--- src/rtl/cbsc_consts.vh ---
// Constants for the converter B step 14/15 configuration block.
// Assumes inclusion by bare name from rtl/ design files.
`ifndef CBSC_CONSTS_VH
`define CBSC_CONSTS_VH
// Register indices as printed (not multiples of four); byte address is index times four.
`define CBSC_IDX_STEP14 8'hDE
`define CBSC_IDX_STEP15 8'hDF
`define CBSC_ADDR_STEP14 12'h378
`define CBSC_ADDR_STEP15 12'h37C
`define CBSC_RST_STEP14 16'h000E
`define CBSC_RST_STEP15 16'h000F
// Field positions.
`define CBSC_EN_BIT 15
`define CBSC_GAIN_HI 14
`define CBSC_GAIN_LO 13
`define CBSC_NEG_BIT 4
`define CBSC_POS_HI 3
`define CBSC_POS_LO 0
// Mask of writable bits; bits 12..5 are reserved.
`define CBSC_WMASK 16'hE01F
// Control and status registers of this block.
`define CBSC_ADDR_CTRL 12'h380
`define CBSC_ADDR_STAT 12'h384
// Conversion time of one step, in ns, and derived cycles at 50 MHz.
`define CBSC_CLK_NS 20
`define CBSC_CONV_NS 1000
`define CBSC_CONV_CYC ((`CBSC_CONV_NS + `CBSC_CLK_NS - 1) / `CBSC_CLK_NS)
// Positive input codes.
`define CBSC_POS_TEMP 4'h8
`define CBSC_POS_SHORT 4'h9
`define CBSC_POS_TDAC 4'hA
`define CBSC_POS_IO4 4'hC
`define CBSC_POS_AP103 4'hE
`define CBSC_POS_DP103 4'hF
// Bus responses.
`define CBSC_RESP_OKAY 2'h0
`define CBSC_RESP_SLVERR 2'h2
`endif

--- src/rtl/cbsc_step_decode.v ---
// Decodes one stored step entry into converter mux and gain settings.
// Assumes the entry comes from a register on the same clock.
`timescale 1ns/1ns
`include "cbsc_consts.vh"
module cbsc_step_decode (
  input wire [15:0] cfg, // stored step entry
  output reg [2:0] gain_val, // gain factor 1, 2 or 4
  output reg [3:0] pos_sel, // positive input code
  output reg neg_auto, // negative input chosen automatically
  output reg neg_is_in7 // negative input is external input seven
);
  always @* begin
    case (cfg[`CBSC_GAIN_HI:`CBSC_GAIN_LO])
      2'h0: gain_val = 3'h1;
      2'h1: gain_val = 3'h2;
      default: gain_val = 3'h4;
    endcase
    pos_sel = cfg[`CBSC_POS_HI:`CBSC_POS_LO];
    // Every code above seven is an internal source with its own return.
    neg_auto = cfg[`CBSC_POS_HI];
    neg_is_in7 = cfg[`CBSC_NEG_BIT] & ~cfg[`CBSC_POS_HI];
  end
endmodule

--- src/rtl/cbsc_top.v ---
// Step 14 and 15 configuration of the converter B sequencer, with an AXI4-Lite slave.
// Assumes one clock core_clk and a synchronous active-high reset rst.
//
// How it works
// - Bit 15 enables or disables the step.
// - Gain codes 00,01,1x give 1,2,4.
// - Bits 12..5 unwritable, read zero.
// - Bit 4: analog ground or input seven.
// - Positive codes 0..7 select external inputs.
// - Codes 8,9,A: temperature, short, test DAC.
// - Codes C,E,F: supply monitors, scaled.
// - Auto-negative sources ignore the negative bit.
// - Step 15 at DFh, reset 000Fh.
// - Step 14 at DEh, reset 000Eh.
//
// The AXI4-Lite slave port is this design's own decision.
`timescale 1ns/1ns
`include "cbsc_consts.vh"
module cbsc_top #(
  parameter CONV_CYC = `CBSC_CONV_CYC // cycles one step conversion lasts
) (
  input wire core_clk, // clock, 50 MHz
  input wire rst, // synchronous reset, active high
  input wire [11:0] s_axi_awaddr, // write address
  input wire s_axi_awvalid, // write address valid
  output wire s_axi_awready, // write address ready
  input wire [31:0] s_axi_wdata, // write data
  input wire [3:0] s_axi_wstrb, // write byte strobes
  input wire s_axi_wvalid, // write data valid
  output wire s_axi_wready, // write data ready
  output reg [1:0] s_axi_bresp, // write response
  output reg s_axi_bvalid, // write response valid
  input wire s_axi_bready, // write response ready
  input wire [11:0] s_axi_araddr, // read address
  input wire s_axi_arvalid, // read address valid
  output wire s_axi_arready, // read address ready
  output reg [31:0] s_axi_rdata, // read data
  output reg [1:0] s_axi_rresp, // read response
  output reg s_axi_rvalid, // read data valid
  input wire s_axi_rready, // read data ready
  output reg conv_active, // converter busy on a step
  output reg [3:0] conv_pos_sel, // positive input code applied
  output reg conv_neg_is_in7, // negative input is input seven
  output reg conv_neg_auto, // negative input chosen automatically
  output reg [2:0] conv_gain, // gain factor applied
  output reg [3:0] conv_step, // step number being converted
  output reg step_done // pulse at end of each enabled step
);
  localparam ST_IDLE = 3'b001;
  localparam ST_PICK = 3'b010;
  localparam ST_CONV = 3'b100;

  reg [15:0] step14_cfg_r;
  reg [15:0] step15_cfg_r;
  reg run_r;
  reg [2:0] state_r;
  reg cur_r;
  reg [15:0] conv_cnt_r;
  reg [11:0] awaddr_r;
  reg aw_held_r;
  reg [31:0] wdata_r;
  reg [3:0] wstrb_r;
  reg w_held_r;
  reg [7:0] skip_cnt_r;

  wire step14_enable;
  wire step15_enable;
  wire [2:0] dec_gain;
  wire [3:0] dec_pos;
  wire dec_neg_auto;
  wire dec_neg_in7;
  wire [15:0] cur_cfg;
  wire do_write;
  wire [15:0] wmask16;
  wire [15:0] wval16;

  assign step14_enable = step14_cfg_r[`CBSC_EN_BIT];
  assign step15_enable = step15_cfg_r[`CBSC_EN_BIT];
  assign cur_cfg = cur_r ? step15_cfg_r : step14_cfg_r;

  cbsc_step_decode u_dec (
    .cfg(cur_cfg),
    .gain_val(dec_gain),
    .pos_sel(dec_pos),
    .neg_auto(dec_neg_auto),
    .neg_is_in7(dec_neg_in7)
  );

  // Address and data are latched separately so they may arrive in either order.
  assign s_axi_awready = ~aw_held_r & ~s_axi_bvalid;
  assign s_axi_wready = ~w_held_r & ~s_axi_bvalid;
  assign s_axi_arready = ~s_axi_rvalid;
  assign do_write = aw_held_r & w_held_r & ~s_axi_bvalid;

  // Byte strobes expand to a bit mask over the low half-word.
  assign wmask16 = {{8{wstrb_r[1]}}, {8{wstrb_r[0]}}} & `CBSC_WMASK;
  assign wval16 = wdata_r[15:0];

  always @(posedge core_clk) begin
    if (rst) begin
      aw_held_r <= 1'b0;
      w_held_r <= 1'b0;
      awaddr_r <= 12'h000;
      wdata_r <= 32'h00000000;
      wstrb_r <= 4'h0;
      s_axi_bvalid <= 1'b0;
      s_axi_bresp <= `CBSC_RESP_OKAY;
    end else begin
      if (s_axi_awvalid && s_axi_awready) begin
        aw_held_r <= 1'b1;
        awaddr_r <= s_axi_awaddr;
      end
      if (s_axi_wvalid && s_axi_wready) begin
        w_held_r <= 1'b1;
        wdata_r <= s_axi_wdata;
        wstrb_r <= s_axi_wstrb;
      end
      if (do_write) begin
        aw_held_r <= 1'b0;
        w_held_r <= 1'b0;
        s_axi_bvalid <= 1'b1;
        case ({awaddr_r[11:2], 2'b00})
          `CBSC_ADDR_STEP14, `CBSC_ADDR_STEP15, `CBSC_ADDR_CTRL, `CBSC_ADDR_STAT: s_axi_bresp <= `CBSC_RESP_OKAY;
          default: s_axi_bresp <= `CBSC_RESP_SLVERR;
        endcase
      end else if (s_axi_bvalid && s_axi_bready) begin
        s_axi_bvalid <= 1'b0;
      end
    end
  end

  always @(posedge core_clk) begin
    if (rst) begin
      step14_cfg_r <= `CBSC_RST_STEP14;
      step15_cfg_r <= `CBSC_RST_STEP15;
      run_r <= 1'b0;
    end else if (do_write) begin
      case ({awaddr_r[11:2], 2'b00})
        `CBSC_ADDR_STEP14: step14_cfg_r <= (step14_cfg_r & ~wmask16) | (wval16 & wmask16);
        `CBSC_ADDR_STEP15: step15_cfg_r <= (step15_cfg_r & ~wmask16) | (wval16 & wmask16);
        `CBSC_ADDR_CTRL: begin
          if (wstrb_r[0]) begin
            run_r <= wdata_r[0];
          end
        end
        default: run_r <= run_r;
      endcase
    end
  end

  // Read side answers one cycle after the address is taken.
  always @(posedge core_clk) begin
    if (rst) begin
      s_axi_rvalid <= 1'b0;
      s_axi_rdata <= 32'h00000000;
      s_axi_rresp <= `CBSC_RESP_OKAY;
    end else if (s_axi_arvalid && s_axi_arready) begin
      s_axi_rvalid <= 1'b1;
      s_axi_rresp <= `CBSC_RESP_OKAY;
      case ({s_axi_araddr[11:2], 2'b00})
        `CBSC_ADDR_STEP14: s_axi_rdata <= {16'h0000, step14_cfg_r};
        `CBSC_ADDR_STEP15: s_axi_rdata <= {16'h0000, step15_cfg_r};
        `CBSC_ADDR_CTRL: s_axi_rdata <= {31'h00000000, run_r};
        `CBSC_ADDR_STAT: s_axi_rdata <= {16'h0000, skip_cnt_r, 3'h0, cur_r, 1'b0, state_r};
        default: begin
          s_axi_rdata <= 32'h00000000;
          s_axi_rresp <= `CBSC_RESP_SLVERR;
        end
      endcase
    end else if (s_axi_rvalid && s_axi_rready) begin
      s_axi_rvalid <= 1'b0;
    end
  end

  // The sequencer alternates step 14 and step 15 while run is set.
  always @(posedge core_clk) begin
    if (rst) begin
      state_r <= ST_IDLE;
      cur_r <= 1'b0;
      conv_cnt_r <= 16'h0000;
      skip_cnt_r <= 8'h00;
      conv_active <= 1'b0;
      conv_pos_sel <= 4'h0;
      conv_neg_is_in7 <= 1'b0;
      conv_neg_auto <= 1'b0;
      conv_gain <= 3'h1;
      conv_step <= 4'h0;
      step_done <= 1'b0;
    end else begin
      step_done <= 1'b0;
      case (state_r)
        ST_IDLE: begin
          conv_active <= 1'b0;
          cur_r <= 1'b0;
          if (run_r) begin
            state_r <= ST_PICK;
          end
        end
        ST_PICK: begin
          if (!run_r) begin
            state_r <= ST_IDLE;
          end else if ((cur_r ? step15_enable : step14_enable)) begin
            conv_active <= 1'b1;
            conv_pos_sel <= dec_pos;
            conv_neg_is_in7 <= dec_neg_in7;
            conv_neg_auto <= dec_neg_auto;
            conv_gain <= dec_gain;
            conv_step <= cur_r ? 4'hF : 4'hE;
            conv_cnt_r <= CONV_CYC[15:0] - 16'h0001;
            state_r <= ST_CONV;
          end else begin
            skip_cnt_r <= skip_cnt_r + 8'h01;
            cur_r <= ~cur_r;
          end
        end
        ST_CONV: begin
          if (conv_cnt_r == 16'h0000) begin
            conv_active <= 1'b0;
            step_done <= 1'b1;
            cur_r <= ~cur_r;
            state_r <= ST_PICK;
          end else begin
            conv_cnt_r <= conv_cnt_r - 16'h0001;
          end
        end
        default: state_r <= ST_IDLE;
      endcase
    end
  end
endmodule

--- config.mk ---
export PLATFORM = sky130hd
export DESIGN_NAME = cbsc_top
export DESIGN_NICKNAME = d
export VERILOG_FILES = /design/src/rtl/cbsc_step_decode.v /design/src/rtl/cbsc_top.v
export VERILOG_INCLUDE_DIRS = /design/src /design/src/rtl
export SDC_FILE = /design/constraint.sdc
export NUM_CORES = 1
export LEC_CHECK = 0
export BUFFER_PORTS_ARGS = -buffer_cell sky130_fd_sc_hd__clkbuf_2
export CORE_ASPECT_RATIO = 0.8
export CORE_MARGIN = 2
export CORE_UTILIZATION = 48
export CTS_CLUSTER_DIAMETER = 100
export DETAILED_ROUTE_END_ITERATION = 8
export PLACE_DENSITY = 0.77
export SLEW_MARGIN = 40
export SYNTH_ARGS = -nofsm -noshare
export SYNTH_HDL_FRONTEND = slang
export SYNTH_HIERARCHICAL = 1
export SYNTH_SLANG_ARGS = --single-unit
--- constraint.sdc ---
create_clock -name core_clk -period 2.28 [get_ports core_clk]
set_clock_uncertainty 0.2 [all_clocks]
set_input_delay 0.456 -clock core_clk [delete_from_list [all_inputs] [get_ports core_clk]]
set_output_delay 0.456 -clock core_clk [all_outputs]
set_load 0.005 [all_outputs]
==> results_dict.tcl <==
set metrics [dict create \
    dr.pass1.iters 7 \
    grt_start_max_net_pins 30 \
    grt_pass1_wl_um 17300 \
    slew_headroom 0.642 \
    wl_per_cell_um 14.2 \
    rr_endpoint "conv_cnt_r[11]" \
    ys_types 56 \
    worstHoldEndpoint "s_axi_rvalid" \
    p_seq_frac 0.490 \
    critPathLaunchType "flip-flop" \
    synthArstFlopShare 0 \
    multi_input_comb_area_mm2 0.00232 \
    cpPeakStageDelay_ns 0.61 \
    regArea_mm2 0.00194 \
    avgSynthCellArea_um2 8.34 \
    area_growth_pct 15.7 \
    p_int_mw 2.76 \
    die_y_um 91.2 \
    synth_flop_cell "dfxtp_1" \
    ys_warn_count 6 \
    min_from "s_axi_rready" \
    final_cell_count_no_fill 734 \
    p_comb_frac 0.099 \
    hold_class "input port to flip-flop" \
    cts_sinks 97 \
    critPathKind "flip-flop to flip-flop" \
    gr-total-overflow 0 \
    vias_per_cell 5.56 \
    numCtsBuffers 9 \
    dp_cells 719 \
    vias 4082 \
    drive_gt1_frac 0.218 \
    hold_depth 2 \
    grt.total_usage 0.206 \
    first_global_vias 3696 \
    p_sw_frac 0.239 \
    dieArea_mm2 0.0103 \
    ioPinCount 123 \
    drv_cap 0 \
    fp-row-count 31 \
    cp_slowest_cell "or4b_2" \
    htreeDepth 3 \
    gp_congestion 0.818 \
    switching_power_uw 869 \
    hpwl_um 7570 \
    ctsHoldBuffers 0 \
    crit_arrival_ns 2.33 \
    antenna_found_initial 0 \
    outcome "complete, but fails checks" \
    crit_required_ns 2.35 \
    cts-root-buf "clkbuf_16" \
    clk_latency_ns 0.34 \
    fin_crit_sh 0.988 \
    cts.path.max_buffers 2 \
    worstReg2RegStart "conv_cnt_r[7]" \
    ys_seq_elements 97 \
    min_period_ns 2.25 \
    tightest_slew_ns 0.532 \
    ant_nets 0 \
    drc 8 \
    maxSlewViolCount 0 \
    routed_wl_um 10400 \
    hold_viol 0 \
    n_fill_cell 834 \
    clockPowerShare 0.410 \
    max_freq_mhz 444 \
    core_area_mm2 0.00915 \
    synth-edff-count 0 \
    syn_inst 547 \
    port_buffers 71 \
    rsz0062_at_grt "true" \
    failed_checks "DRC" \
    finish.net_count 684 \
    diodes 0 \
    powerDensity_mw_per_mm2 688 \
    drt_iter0_drc 257 \
    worst-r2r-setup-slack_ns 0.03 \
    reg2reg_depth 4 \
    cp_cell_sequence "or4_1 -> a211oi_1 -> or4b_2 -> a21oi_1" \
    ir_drop_v 0.000388 \
    crit_path_max_fanout 6 \
    clk_pin_slew_ns 0.06 \
    dieWidth_um 113 \
    cts_tree "done" \
    final_util 0.577 \
    p_leak_nw 2.07 \
    synth_area_mm2 0.00456 \
    start_util 0.498 \
    end_kind "flip-flop" \
    ys_seq_area_frac 0.426 \
    setup_viol 0 \
]
-- how the worst max path moves through the flow --
stage | start | slack (ns) | depth (start not counted) | end
after floorplan | state_r[2] | 0.08 | 6 | conv_cnt_r[15]
after global placement | conv_cnt_r[11] | 0.08 | 4 | conv_cnt_r[15]
after detailed placement | conv_cnt_r[11] | 0.04 | 4 | conv_cnt_r[15]
after CTS | conv_cnt_r[7] | 0.03 | 4 | conv_cnt_r[11]
after global routing | conv_cnt_r[0] | -0.09 | 6 | conv_active
final | conv_cnt_r[7] | 0.03 | 4 | conv_cnt_r[11]
-- area by class of cell --
type	instances	area share
Timing Repair Buffer	95	0.101
Sequential cell	97	0.368
Inverter	10	0.00711
Clock inverter	5	0.0107
Clock buffer	10	0.0453
Multi-Input combinational cell	402	0.440
Tap cell	115	0.0273
-- critical path: cells and delay by family, from the launching register on --
kind | cells | cell delay [ns]
simple gates | 2 | 1.18
compound gates | 2 | 0.45
flops | 1 | 0.35
-- stage by stage --
stage / area [um2] / setup TNS [ns] / worst slack, ns / hold WS, ns / total power [mW]
2_1_floorplan: 4640 / 0 / 0.0801 / 0.237 / 2.08
3_3_place_gp: 4980 / 0 / 0.0758 / 0.242 / 2.16
3_5_place_dp: 4980 / 0 / 0.0391 / 0.245 / 2.17
4_1_cts: 5270 / 0 / 0.0327 / 0.0927 / 3.66
5_1_grt: 5280 / -0.255 / -0.0920 / 0.108 / 3.78
6_report: 5280 / 0 / 0.0266 / 0.105 / 3.63
-- cell usage in the layout (no fill, tap or decap), drive strengths merged, types with 3 or more instances in the layout --
cell type	count
nand2b	3
or3	5
dfxtp	97
a22oi	7
clkbuf	81
o31ai	7
o21ai	22
nand4	12
and2	5
nor3	7
mux2i	10
o21a	5
conb	21
nor2b	4
xor2	4
clkinv	3
or4	11
a21oi	52
inv	10
buf	24
mux2	16
nand3	25
xnor2	5
nor3b	3
nand3b	3
and4	4
nor4	13
nor2	23
nand2	100
and3	3
a211oi	6
-- repair_timing --
item | in CTS | in global routing
resized for setup | 0 | 2
setup endpoints to repair | 0 | 7
buffers inserted | 0 | 0
-- power groups by stage --
stage	sequential [mW]	clock (mW)	combinational, mW
finish	1.78	1.49	0.361
global route	1.78	1.58	0.413
CTS	1.78	1.52	0.358
global placement	1.81	0	0.342
detailed placement	1.82	0	0.355
floorplan	1.80	0	0.274
-- cell families (layout without fill, tap and decap cells) --
logic type	count (synthesis)	in the layout	synth area share
AOI/OAI and AO/OA	111	111	0.145
xor gates and xnor gates	9	9	0.0173
adders and majority gates	2	2	0.00548
buffers and inverters	68	120	0.0826
DFF	97	97	0.426
muxes	26	26	0.0614
other	1	21	0.000822
and+or+nand+nor	233	233	0.262
-- cell usage after synthesis (3+ instances only) --
library cell  number  area share
nand3b_1           3      0.0049
nand4_1           12       0.016
xor2_1             4      0.0077
and4_1             4      0.0077
a21oi_1           52       0.057
o21a_1             5      0.0082
or4_1             10       0.016
and2_1             5      0.0069
nor2b_1            4      0.0055
o21ai_0           21       0.023
nand3_1           25       0.027
or3_1              5      0.0069
mux2_2            16       0.039
a22oi_1            7       0.012
nor3b_1            3      0.0049
nor2_1            23       0.019
xnor2_1            5      0.0096
nand2b_1           3      0.0041
inv_1              9      0.0074
buf_4             28       0.046
clkbuf_1          25       0.021
and3_1             3      0.0041
nand2_1          100       0.082
a211oi_1           6      0.0099
nor3_1             7      0.0077
o31ai_1            7       0.012
mux2i_1           10       0.022
nor4_1            12       0.016
dfxtp_1           97        0.43
-- metal layers --
layer	global-route usage	share of wire	vias up
li1	-	-	2040
met1	0.277	0.45	1871
met2	0.316	0.45	148
met3	0.0527	0.069	23
met4	0.0843	0.026	0
met5	0	0	-
Power figures use the tool's default switching activity.
